$ cat src/inc/bl_cfg_pkg.sv
// Package with register map, field layout and timing for the config bank.
package bl_cfg_pkg;
  localparam int REG_AW = 8;
  localparam int REG_DW = 8;
  localparam int NUM_REGS = 11;
  // Register offsets.
  localparam logic [7:0] OFS_CHIP_IDENTIFIER = 8'h00;
  localparam logic [7:0] OFS_SOFTWARE_RESET = 8'h01;
  localparam logic [7:0] OFS_OPERATING_MODE_CONTROL = 8'h02;
  localparam logic [7:0] OFS_STRING_CURRENT_ENABLE = 8'h03;
  localparam logic [7:0] OFS_BOOST_CONTROL_PRIMARY = 8'h04;
  localparam logic [7:0] OFS_BOOST_CONTROL_SECONDARY = 8'h05;
  localparam logic [7:0] OFS_BRIGHTNESS_LOW_BITS = 8'h06;
  localparam logic [7:0] OFS_BRIGHTNESS_HIGH_BITS = 8'h07;
  localparam logic [7:0] OFS_PULSE_INPUT_CONTROL = 8'h08;
  localparam logic [7:0] OFS_SINK_ON_OFF_RAMP = 8'h09;
  localparam logic [7:0] OFS_DIMMING_TRANSITION_RAMP = 8'h0A;
  // Reset values.
  localparam logic [7:0] RST_SOFTWARE_RESET = 8'h00;
  localparam logic [7:0] RST_OPERATING_MODE_CONTROL = 8'h00;
  localparam logic [7:0] RST_STRING_CURRENT_ENABLE = 8'h9F;
  localparam logic [7:0] RST_BOOST_CONTROL_PRIMARY = 8'h2E;
  localparam logic [7:0] RST_BOOST_CONTROL_SECONDARY = 8'h00;
  localparam logic [7:0] RST_BRIGHTNESS_LOW_BITS = 8'h07;
  localparam logic [7:0] RST_BRIGHTNESS_HIGH_BITS = 8'hFF;
  localparam logic [7:0] RST_PULSE_INPUT_CONTROL = 8'h93;
  localparam logic [7:0] RST_SINK_ON_OFF_RAMP = 8'h44;
  localparam logic [7:0] RST_DIMMING_TRANSITION_RAMP = 8'h00;
  // Writable-bit masks; other bits read zero and ignore writes.
  localparam logic [7:0] WM_SOFTWARE_RESET = 8'h01;
  localparam logic [7:0] WM_OPERATING_MODE_CONTROL = 8'h17;
  localparam logic [7:0] WM_BOOST_CONTROL_SECONDARY = 8'hF8;
  localparam logic [7:0] WM_DIMMING_TRANSITION_RAMP = 8'h7F;
  localparam logic [7:0] WM_FULL = 8'hFF;
  // Field positions.
  localparam int POS_SOFT_RESET = 0;
  localparam int POS_MODE_LO = 0;
  localparam int POS_MAP = 2;
  localparam int POS_PULSE_DISABLE = 4;
  localparam int POS_FS_LO = 3;
  localparam int POS_SINK_ONE = 0;
  localparam int POS_SINK_TWO = 1;
  localparam int POS_SINK_THREE = 2;
  localparam int POS_OCP_LO = 0;
  localparam int POS_OVP_LO = 2;
  localparam int POS_SWITCH_FREQ = 5;
  localparam int POS_FREQ_SHIFT_LO = 6;
  localparam int POS_SLEW_LO = 3;
  localparam int POS_INDUCTOR = 6;
  localparam int POS_AUTO_FREQ = 7;
  localparam int POS_FLT_LO = 0;
  localparam int POS_HYS_LO = 2;
  localparam int POS_ACT = 5;
  localparam int POS_PSF_LO = 6;
  localparam int POS_OFF_LO = 0;
  localparam int POS_ON_LO = 4;
  localparam int POS_SER_LO = 0;
  localparam int POS_PTR_LO = 4;
  // Blackout after a soft reset.
  localparam int CLK_MHZ = 250;
  localparam int SOFT_RESET_QUIET_MS = 2;
  localparam int SOFT_RESET_QUIET_CYC = SOFT_RESET_QUIET_MS * 1000 * CLK_MHZ;

  typedef enum logic [1:0] {
    MODE_STANDBY, MODE_BACKLIGHT, MODE_FLASH
  } op_mode_t;

  typedef struct packed {
    op_mode_t operating_mode_field;
    logic linear_map;
    logic pulse_dimming_disable;
    logic [4:0] full_scale_current_code;
    logic sink_three_enable;
    logic sink_two_enable;
    logic sink_one_enable;
    logic [1:0] frequency_shift_select;
    logic switching_frequency_select;
    logic [2:0] overvoltage_threshold_select;
    logic [1:0] overcurrent_limit_select;
    logic auto_frequency_enable;
    logic inductor_value_select;
    logic [2:0] slew_rate_select;
    logic [10:0] brightness;
    logic [1:0] pulse_sample_rate;
    logic pulse_polarity;
    logic [2:0] pulse_hysteresis;
    logic [1:0] pulse_deglitch_filter;
    logic [3:0] turn_on_ramp_field;
    logic [3:0] turn_off_ramp_field;
    logic [2:0] pulse_transition_ramp_field;
    logic [3:0] serial_transition_ramp_field;
  } cfg_t;
endpackage

$ cat src/backlight_config_registers.sv
// Configuration register bank of the backlight driver, offsets 0x00-0x0A.
`timescale 1ns/1ps
// Function
// - Bit0 write of one resets, self-clears
// - Mode field: standby, backlight, flash
// - Mode bit4 disables pulse-input dimming
// - Mode bit2 selects linear brightness map
// - Five-bit full-scale current code, default 10011
// - Current bits 2:0 enable sinks
// - Two-bit switching frequency shift select
// - Boost bit5 selects 500k or 1000k
// - Three-bit overvoltage threshold, default 011
// - Two-bit overcurrent limit, default 10
// - Secondary bit7 enables auto frequency
// - Secondary bit6 selects inductor value
// - Slew rate field in bits 5:3
// - Eleven-bit brightness from high and low
// - Pulse sample rate field, default 24MHz
// - Pulse bit5 selects input polarity
// - Pulse hysteresis equals code in LSBs
// - Pulse deglitch filter select, default 11
// - Four-bit turn on/off ramp fields
// - Three-bit pulse transition ramp field
// - Four-bit serial transition ramp field
// - Address zero returns fixed identification byte
// - Ignore serial commands 2 ms after soft reset
// - Address increments after each data byte
module backlight_config_registers
  import bl_cfg_pkg::*;
#(
  // Arbitrary identification value.
  parameter logic [7:0] IDENTIFICATION_BYTE = 8'hA5,
  parameter int QUIET_CYCLES = SOFT_RESET_QUIET_CYC
) (
  input wire logic i_sys_clk,
  input wire logic i_srst,
  input wire logic i_addr_load,
  input wire logic [REG_AW-1:0] i_addr,
  input wire logic i_wr_stb,
  input wire logic [REG_DW-1:0] i_wdata,
  input wire logic i_rd_stb,
  output logic [REG_DW-1:0] o_rdata,
  output logic o_rd_valid,
  output logic o_busy,
  output logic o_soft_reset,
  output cfg_t o_cfg
);
  logic [REG_AW-1:0] ptr;
  logic [31:0] quiet_cnt;
  logic clear_regs;
  logic accept;
  logic [NUM_REGS-1:0] we;
  logic [7:0] r [NUM_REGS];
  logic [7:0] rd_mux;
  logic [7:0] wm [NUM_REGS];

  // Writable-bit masks, applied again on the read path.
  assign wm[0] = 8'h00;
  assign wm[1] = WM_SOFTWARE_RESET;
  assign wm[2] = WM_OPERATING_MODE_CONTROL;
  assign wm[3] = WM_FULL;
  assign wm[4] = WM_FULL;
  assign wm[5] = WM_BOOST_CONTROL_SECONDARY;
  assign wm[6] = WM_FULL;
  assign wm[7] = WM_FULL;
  assign wm[8] = WM_FULL;
  assign wm[9] = WM_FULL;
  assign wm[10] = WM_DIMMING_TRANSITION_RAMP;

  // Every strobe is ignored while the blackout runs.
  // Quiet after soft reset.
  assign accept = !o_busy;

  // The pulse clears every byte, the pointer and the read data.
  // Soft reset request.
  assign clear_regs = i_srst || o_soft_reset;

  // The pulse lasts one cycle, since the byte itself stores nothing.
  always_ff @(posedge i_sys_clk) begin
    if (i_srst) begin
      o_soft_reset <= 1'b0;
    end else begin
      o_soft_reset <= accept && i_wr_stb && !i_addr_load &&
                      ptr == OFS_SOFTWARE_RESET && i_wdata[POS_SOFT_RESET];
    end
  end

  // Blackout counter; the window lasts exactly QUIET_CYCLES cycles.
  always_ff @(posedge i_sys_clk) begin
    if (i_srst) begin
      quiet_cnt <= '0;
      o_busy <= 1'b0;
    end else if (o_soft_reset) begin
      quiet_cnt <= 32'(QUIET_CYCLES - 1);
      o_busy <= 1'b1;
    end else if (quiet_cnt != '0) begin
      quiet_cnt <= quiet_cnt - 32'd1;
    end else begin
      o_busy <= 1'b0;
    end
  end

  // Pointer loads from the address phase and steps after each byte.
  // It wraps from 0xFF back to 0x00.
  always_ff @(posedge i_sys_clk) begin
    if (clear_regs) begin
      ptr <= '0;
    end else if (accept && i_addr_load) begin
      ptr <= i_addr;
    end else if (accept && (i_wr_stb || i_rd_stb)) begin
      ptr <= ptr + 8'h01;
    end
  end

  // One write enable per byte; an address load in the same cycle wins.
  genvar gi;
  generate
    for (gi = 0; gi < NUM_REGS; gi++) begin : g_we
      assign we[gi] = accept && i_wr_stb && !i_addr_load &&
                      ptr == 8'(gi);
    end
  endgenerate

  // Address zero stores nothing; its fixed byte comes from the read mux.
  cfg_byte_reg #(
    .RESET_VAL(8'h00),
    .WR_MASK(8'h00)
  ) u_chip_identifier_reg (
    .i_sys_clk(i_sys_clk),
    .i_clear(clear_regs),
    .i_we(we[0]),
    .i_wdata(i_wdata),
    .o_value(r[0])
  );

  cfg_byte_reg #(
    .RESET_VAL(RST_SOFTWARE_RESET),
    .WR_MASK(8'h00)
  ) u_software_reset_reg (
    .i_sys_clk(i_sys_clk),
    .i_clear(clear_regs),
    .i_we(we[1]),
    .i_wdata(i_wdata),
    .o_value(r[1])
  );

  cfg_byte_reg #(
    .RESET_VAL(RST_OPERATING_MODE_CONTROL),
    .WR_MASK(WM_OPERATING_MODE_CONTROL)
  ) u_operating_mode_control_reg (
    .i_sys_clk(i_sys_clk),
    .i_clear(clear_regs),
    .i_we(we[2]),
    .i_wdata(i_wdata),
    .o_value(r[2])
  );

  // The current byte has no reserved bits.
  cfg_byte_reg #(
    .RESET_VAL(RST_STRING_CURRENT_ENABLE),
    .WR_MASK(WM_FULL)
  ) u_string_current_enable_reg (
    .i_sys_clk(i_sys_clk),
    .i_clear(clear_regs),
    .i_we(we[3]),
    .i_wdata(i_wdata),
    .o_value(r[3])
  );

  // The primary boost byte has no reserved bits.
  cfg_byte_reg #(
    .RESET_VAL(RST_BOOST_CONTROL_PRIMARY),
    .WR_MASK(WM_FULL)
  ) u_boost_control_primary_reg (
    .i_sys_clk(i_sys_clk),
    .i_clear(clear_regs),
    .i_we(we[4]),
    .i_wdata(i_wdata),
    .o_value(r[4])
  );

  cfg_byte_reg #(
    .RESET_VAL(RST_BOOST_CONTROL_SECONDARY),
    .WR_MASK(WM_BOOST_CONTROL_SECONDARY)
  ) u_boost_control_secondary_reg (
    .i_sys_clk(i_sys_clk),
    .i_clear(clear_regs),
    .i_we(we[5]),
    .i_wdata(i_wdata),
    .o_value(r[5])
  );

  // The upper bits of the low brightness byte are stored as written.
  cfg_byte_reg #(
    .RESET_VAL(RST_BRIGHTNESS_LOW_BITS),
    .WR_MASK(WM_FULL)
  ) u_brightness_low_bits_reg (
    .i_sys_clk(i_sys_clk),
    .i_clear(clear_regs),
    .i_we(we[6]),
    .i_wdata(i_wdata),
    .o_value(r[6])
  );

  // The high brightness byte has no reserved bits.
  cfg_byte_reg #(
    .RESET_VAL(RST_BRIGHTNESS_HIGH_BITS),
    .WR_MASK(WM_FULL)
  ) u_brightness_high_bits_reg (
    .i_sys_clk(i_sys_clk),
    .i_clear(clear_regs),
    .i_we(we[7]),
    .i_wdata(i_wdata),
    .o_value(r[7])
  );

  // The pulse input byte has no reserved bits.
  cfg_byte_reg #(
    .RESET_VAL(RST_PULSE_INPUT_CONTROL),
    .WR_MASK(WM_FULL)
  ) u_pulse_input_control_reg (
    .i_sys_clk(i_sys_clk),
    .i_clear(clear_regs),
    .i_we(we[8]),
    .i_wdata(i_wdata),
    .o_value(r[8])
  );

  // The sink ramp byte has no reserved bits.
  cfg_byte_reg #(
    .RESET_VAL(RST_SINK_ON_OFF_RAMP),
    .WR_MASK(WM_FULL)
  ) u_sink_on_off_ramp_reg (
    .i_sys_clk(i_sys_clk),
    .i_clear(clear_regs),
    .i_we(we[9]),
    .i_wdata(i_wdata),
    .o_value(r[9])
  );

  cfg_byte_reg #(
    .RESET_VAL(RST_DIMMING_TRANSITION_RAMP),
    .WR_MASK(WM_DIMMING_TRANSITION_RAMP)
  ) u_dimming_transition_ramp_reg (
    .i_sys_clk(i_sys_clk),
    .i_clear(clear_regs),
    .i_we(we[10]),
    .i_wdata(i_wdata),
    .o_value(r[10])
  );

  // Read mux; soft reset bit always reads zero since it self-clears.
  always_comb begin
    rd_mux = 8'h00;
    if (ptr == OFS_CHIP_IDENTIFIER) begin
      rd_mux = IDENTIFICATION_BYTE;
    end else if (ptr < 8'(NUM_REGS)) begin
      rd_mux = r[ptr[3:0]] & wm[ptr[3:0]];
    end else begin
      rd_mux = 8'h00;
    end
  end

  // Read data holds until the next accepted read or a reset.
  always_ff @(posedge i_sys_clk) begin
    if (clear_regs) begin
      o_rdata <= 8'h00;
      o_rd_valid <= 1'b0;
    end else begin
      o_rd_valid <= accept && i_rd_stb && !i_addr_load;
      if (accept && i_rd_stb && !i_addr_load) begin
        o_rdata <= rd_mux;
      end
    end
  end

  // Decoded configuration outputs, all registered.
  // The outputs lag the bytes by one cycle.
  always_ff @(posedge i_sys_clk) begin
    if (clear_regs) begin
      o_cfg <= '0;
    end else begin
      case (r[2][POS_MODE_LO +: 2])
        2'b00: o_cfg.operating_mode_field <= MODE_STANDBY;
        2'b01: o_cfg.operating_mode_field <= MODE_BACKLIGHT;
        default: o_cfg.operating_mode_field <= MODE_FLASH;
      endcase
      o_cfg.linear_map <= r[2][POS_MAP];
      o_cfg.pulse_dimming_disable <= r[2][POS_PULSE_DISABLE];
      o_cfg.full_scale_current_code <= r[3][POS_FS_LO +: 5];
      o_cfg.sink_three_enable <= r[3][POS_SINK_THREE];
      o_cfg.sink_two_enable <= r[3][POS_SINK_TWO];
      o_cfg.sink_one_enable <= r[3][POS_SINK_ONE];
      o_cfg.frequency_shift_select <= r[4][POS_FREQ_SHIFT_LO +: 2];
      o_cfg.switching_frequency_select <= r[4][POS_SWITCH_FREQ];
      o_cfg.overvoltage_threshold_select <= r[4][POS_OVP_LO +: 3];
      o_cfg.overcurrent_limit_select <= r[4][POS_OCP_LO +: 2];
      o_cfg.auto_frequency_enable <= r[5][POS_AUTO_FREQ];
      o_cfg.inductor_value_select <= r[5][POS_INDUCTOR];
      o_cfg.slew_rate_select <= r[5][POS_SLEW_LO +: 3];
      o_cfg.brightness <= {r[7], r[6][2:0]};
      o_cfg.pulse_sample_rate <= r[8][POS_PSF_LO +: 2];
      o_cfg.pulse_polarity <= r[8][POS_ACT];
      o_cfg.pulse_hysteresis <= r[8][POS_HYS_LO +: 3];
      o_cfg.pulse_deglitch_filter <= r[8][POS_FLT_LO +: 2];
      o_cfg.turn_on_ramp_field <= r[9][POS_ON_LO +: 4];
      o_cfg.turn_off_ramp_field <= r[9][POS_OFF_LO +: 4];
      o_cfg.pulse_transition_ramp_field <= r[10][POS_PTR_LO +: 3];
      o_cfg.serial_transition_ramp_field <= r[10][POS_SER_LO +: 4];
    end
  end
endmodule // backlight_config_registers

$ cat src/cfg_byte_reg.sv
// One configuration byte with reset value and writable-bit mask.
`timescale 1ns/1ps
module cfg_byte_reg #(
  parameter logic [7:0] RESET_VAL = 8'h00,
  parameter logic [7:0] WR_MASK = 8'hFF
) (
  input wire logic i_sys_clk,
  input wire logic i_clear,
  input wire logic i_we,
  input wire logic [7:0] i_wdata,
  output logic [7:0] o_value
);
  always_ff @(posedge i_sys_clk) begin
    if (i_clear) begin
      o_value <= RESET_VAL & WR_MASK;
    end else if (i_we) begin
      // Bits outside the mask stay zero.
      o_value <= i_wdata & WR_MASK;
    end
  end
endmodule // cfg_byte_reg

$ cat config.mk
export PLATFORM = sky130hd
export DESIGN_NAME = backlight_config_registers
export DESIGN_NICKNAME = d
export VERILOG_FILES = /design/src/inc/bl_cfg_pkg.sv /design/src/backlight_config_registers.sv /design/src/cfg_byte_reg.sv
export SDC_FILE = /design/constraint.sdc
export NUM_CORES = 1
export LEC_CHECK = 0
export ABC_AREA = 1
export BUFFER_PORTS_ARGS = -buffer_cell sky130_fd_sc_hd__buf_2
export CAP_MARGIN = 10
export CORE_MARGIN = 5
export CORE_UTILIZATION = 58
export DETAILED_ROUTE_END_ITERATION = 8
export GPL_ROUTABILITY_DRIVEN = 0
export PLACE_DENSITY = 0.8
export SLEW_MARGIN = 10
export SYNTH_ARGS = -nofsm -noshare
export SYNTH_HDL_FRONTEND = slang
export SYNTH_SLANG_ARGS = --single-unit
$ cat constraint.sdc
create_clock -name i_sys_clk -period 1.8 [get_ports i_sys_clk]
set_input_delay 0.27 -clock i_sys_clk [delete_from_list [all_inputs] [get_ports i_sys_clk]]
set_output_delay 0.27 -clock i_sys_clk [all_outputs]
set_load 0.02 [all_outputs]
==> results.cfg <==
[power]
p_clk_share_pct = 27.8
totalPowerFinal_mw = 12.9
switchingPower_mw = 4.97
pwr-share-seq_pct = 35.6
p_leak_nw = 4.25
p_sw_share_pct = 38.5
pwr-share-comb_pct = 36.5
ir_drop_mv = 0.868
power_density_mw_per_mm2 = 1490
internal_power_mw = 7.95

[synth]
synth_area_leaders = dfxtp_1 (48%), nand2_1 (12%), nor2_1 (8.8%)
synth_top_area_share_pct = 47.8
avgSynthCellArea_um2 = 7.15
ys_seq_area_share_pct = 47.8
syn_inst = 1019
synth_most_common_cell = nand2_1
ys.warnings.count = 0
synth_nets = 1046
netlist_area_mm2 = 0.00729
synth_edf_count = 0
ys_seq_elements = 174
synth_common_cells = nand2_1 (227), dfxtp_1 (174), nor2_1 (170), inv_1 (125), o21ai_0 (69)
async_flop_share_pct = 0
synth_top_area_cell = dfxtp_1
synthFlopType = dfxtp_1
ys_types = 27

[worst_setup_path]
reg2regPathDepth = 9
r2r-end = o_rdata[3]$_SDFFE_PP0P_
critPathKind = register to register
path_cells = ha_1 -> inv_1 -> ha_1 -> or2_2 -> a21oi_1 -> nand2_1 -> nand2_1 -> nand2_1 -> a21oi_1
cpMaxStageDelayCell = dfxtp_2
ff2ff_setup_slack_ns = 0.09
crit_top_cell = nand2_1
crit_path_end_kind = register
critPathMaxStageDelay_ns = 0.37
r2r-start = ptr[1]$_SDFFE_PP0P_
cp-start-kind = register
crit_path_max_fanout = 5
arrival_ns = 2.08
cp.required_ns = 2.17

[cells_and_area]
drive_gt1_share_pct = 14.9
num-fill-cells = 1014
diodes = 0
syn2layout_area_growth_pct = 18.7
final_nets = 1146
final_cell_area_mm2 = 0.00865

[worst_hold_path]
min_from = i_addr[2]
min_to = ptr[2]$_SDFFE_PP0P_
hold_path.class = primary input to register
hold_depth = 3

[cts]
post_cts_resized = 1
cts.reportedPaths.clkPinSlew_ns = 0.07
numCtsBuffers = 17
cts.sinks = 174
clk_path_buf_depth = 2
clockRootBuffer = clkbuf_16
clock_latency_ns = 0.43
cts_setup_buffers = 0
hold_buffers = 0
htreeDepth = 4
cts_tree = done

[die]
ios = 91
core_mm2 = 0.0125
die_w_um = 122
dieArea_mm2 = 0.0149
floorplan.initialDensity_pct = 58.5
die_y_um = 122
num_rows = 41

[drt]
drt_wl_total_um = 19300
antenna_left = 0
top_layer_used = met4
routed_via_density = 5.34
wire_per_inst_um = 14.8
drc = 0
wl_met1_um = 8320
vias = 6968
dr_wl_met3_um = 1870
firstDrtPassIters = 6
route.met2.wl_um = 8560
first_iter_violations = 606

[timing]
drv_slew = 0
min_period_ns = 1.71
relSlewSlack_pct = 71.3
clock-skew-final_ns = 0.0106
fin_setup_tns_ns = 0
finalHoldViolCount = 0
rsz0062_at_grt = no
period_share_pct = 95.0
worst_pin_slew_ns = 0.427
worst_slack_ns = 0.0900
fmax_ghz = 0.585
setup_viol = 0

[global_route]
grt_max_degree = 52
grtUsageTotal_pct = 26.8
grt_antenna_before_repair = 0
grt_pass1_wl_um = 31500
grt_overflow_total = 0
grt_pass1_vias = 6454

[placement]
dp_hpwl_um = 13800
portBuffers = 90
post_dp_cell_area_mm2 = 0.00806
post-place-ws_ns = 0.0230

[outcome]
status = finished clean

[job]
max-cap-violations = 0
-- per-layer routing --
layer / vias up / global-route usage, %
met1: 3140 / 36.4
met3: 49 / 6.82
met2: 331 / 41.0
met5: - / 0
met4: 0 / 10.3
li1: 3448 / -
-- power by group through the flow --
stage               combinational (mW)  clock [mW]  sequential, mW
floorplan                         3.44           0            4.63
global placement                  4.47           0            4.66
detailed placement                4.55           0            4.67
CTS                               4.62        3.60            4.59
global route                      5.38        3.78            4.65
finish                            4.72        3.60            4.60
-- critical path: cells and delay by family, from the launching register on --
| kind | cells | cell delay (ns) |
|---|---|---|
| compound gates | 2 | 0.27 |
| fa+ha+maj | 2 | 0.35 |
| buf+inv | 1 | 0.08 |
| flops | 1 | 0.37 |
| simple gates | 4 | 0.57 |
-- sequential cells by signal (all words and copies together), names as in the netlist, 4 cells and up --
| name | count |
|---|---|
| u_brightness_high_bits_reg.o_value | 8 |
| ptr | 8 |
| u_dimming_transition_ramp_reg.o_value | 7 |
| u_operating_mode_control_reg.o_value | 4 |
| u_string_current_enable_reg.o_value | 8 |
| u_boost_control_secondary_reg.o_value | 5 |
| u_brightness_low_bits_reg.o_value | 8 |
| u_sink_on_off_ramp_reg.o_value | 8 |
| o_rdata | 8 |
| o_cfg | 59 |
| quiet_cnt | 32 |
| u_boost_control_primary_reg.o_value | 8 |
| u_pulse_input_control_reg.o_value | 8 |
-- cell families after synthesis --
logic type	share of synthesized area, %
AO/OA/AOI/OAI	13.8
XOR/XNOR	1.44
adder cells (fa/ha/maj)	1.03
buffers and inverters	9.15
flip-flops	47.8
AND/OR/NAND/NOR	26.8
-- stage by stage --
stage               utilization (%)  std cells  hold slack, ns
floorplan                         -       1019           0.397
global placement               64.7       1272           0.429
detailed placement             64.7       1272           0.430
CTS                            69.3       1304           0.116
global route                   69.4       1304           0.138
finish                         69.4       1304           0.115
-- cells in the final DEF (no fill, tap or decap), drive strengths merged --
| master | synthesis | routed |
|---|---|---|
| a211oi | 9 | 9 |
| a21oi | 64 | 64 |
| a31oi | 2 | 2 |
| buf | 17 | 123 |
| bufinv | 0 | 2 |
| clkbuf | 25 | 24 |
| clkinv | 2 | 3 |
| clkinvlp | 0 | 2 |
| dfxtp | 174 | 174 |
| ha | 6 | 6 |
| inv | 127 | 130 |
| nand2 | 227 | 227 |
| nand3 | 48 | 48 |
| nand4 | 15 | 15 |
| nor2 | 172 | 172 |
| nor3 | 13 | 13 |
| o211ai | 32 | 32 |
| o21ai | 69 | 69 |
| o221ai | 2 | 2 |
| or2 | 3 | 3 |
| xnor2 | 9 | 9 |
| xor2 | 3 | 3 |
-- final cells by class --
type	count	area, µm²	share of cell area (%)
clock buffers	24	462	5.34
clock inverters	8	106	1.23
inverters	129	484	5.60
multi-input cells	674	3160	36.5
flip-flops and latches	174	3490	40.3
well taps	172	215	2.49
repair buffers	123	739	8.55
-- how the worst max path moves through the flow --
stage          slack, ns                         end  cells after the start                 startpoint
6_report            0.09     o_rdata[3]$_SDFFE_PP0P_                      9        ptr[1]$_SDFFE_PP0P_
5_1_grt             0.01     o_rdata[3]$_SDFFE_PP0P_                      9        ptr[1]$_SDFFE_PP0P_
4_1_cts             0.06     o_rdata[6]$_SDFFE_PP0P_                      9        ptr[1]$_SDFFE_PP0P_
3_5_place_dp        0.02  quiet_cnt[13]$_SDFFE_PP0P_                     10  quiet_cnt[0]$_SDFFE_PP0P_
3_3_place_gp        0.11     o_rdata[6]$_SDFFE_PP0P_                      9        ptr[1]$_SDFFE_PP0P_
2_1_floorplan       0.16  quiet_cnt[29]$_SDFFE_PP0P_                     11  quiet_cnt[0]$_SDFFE_PP0P_
No activity file was read; power rests on OpenSTA's default activity.
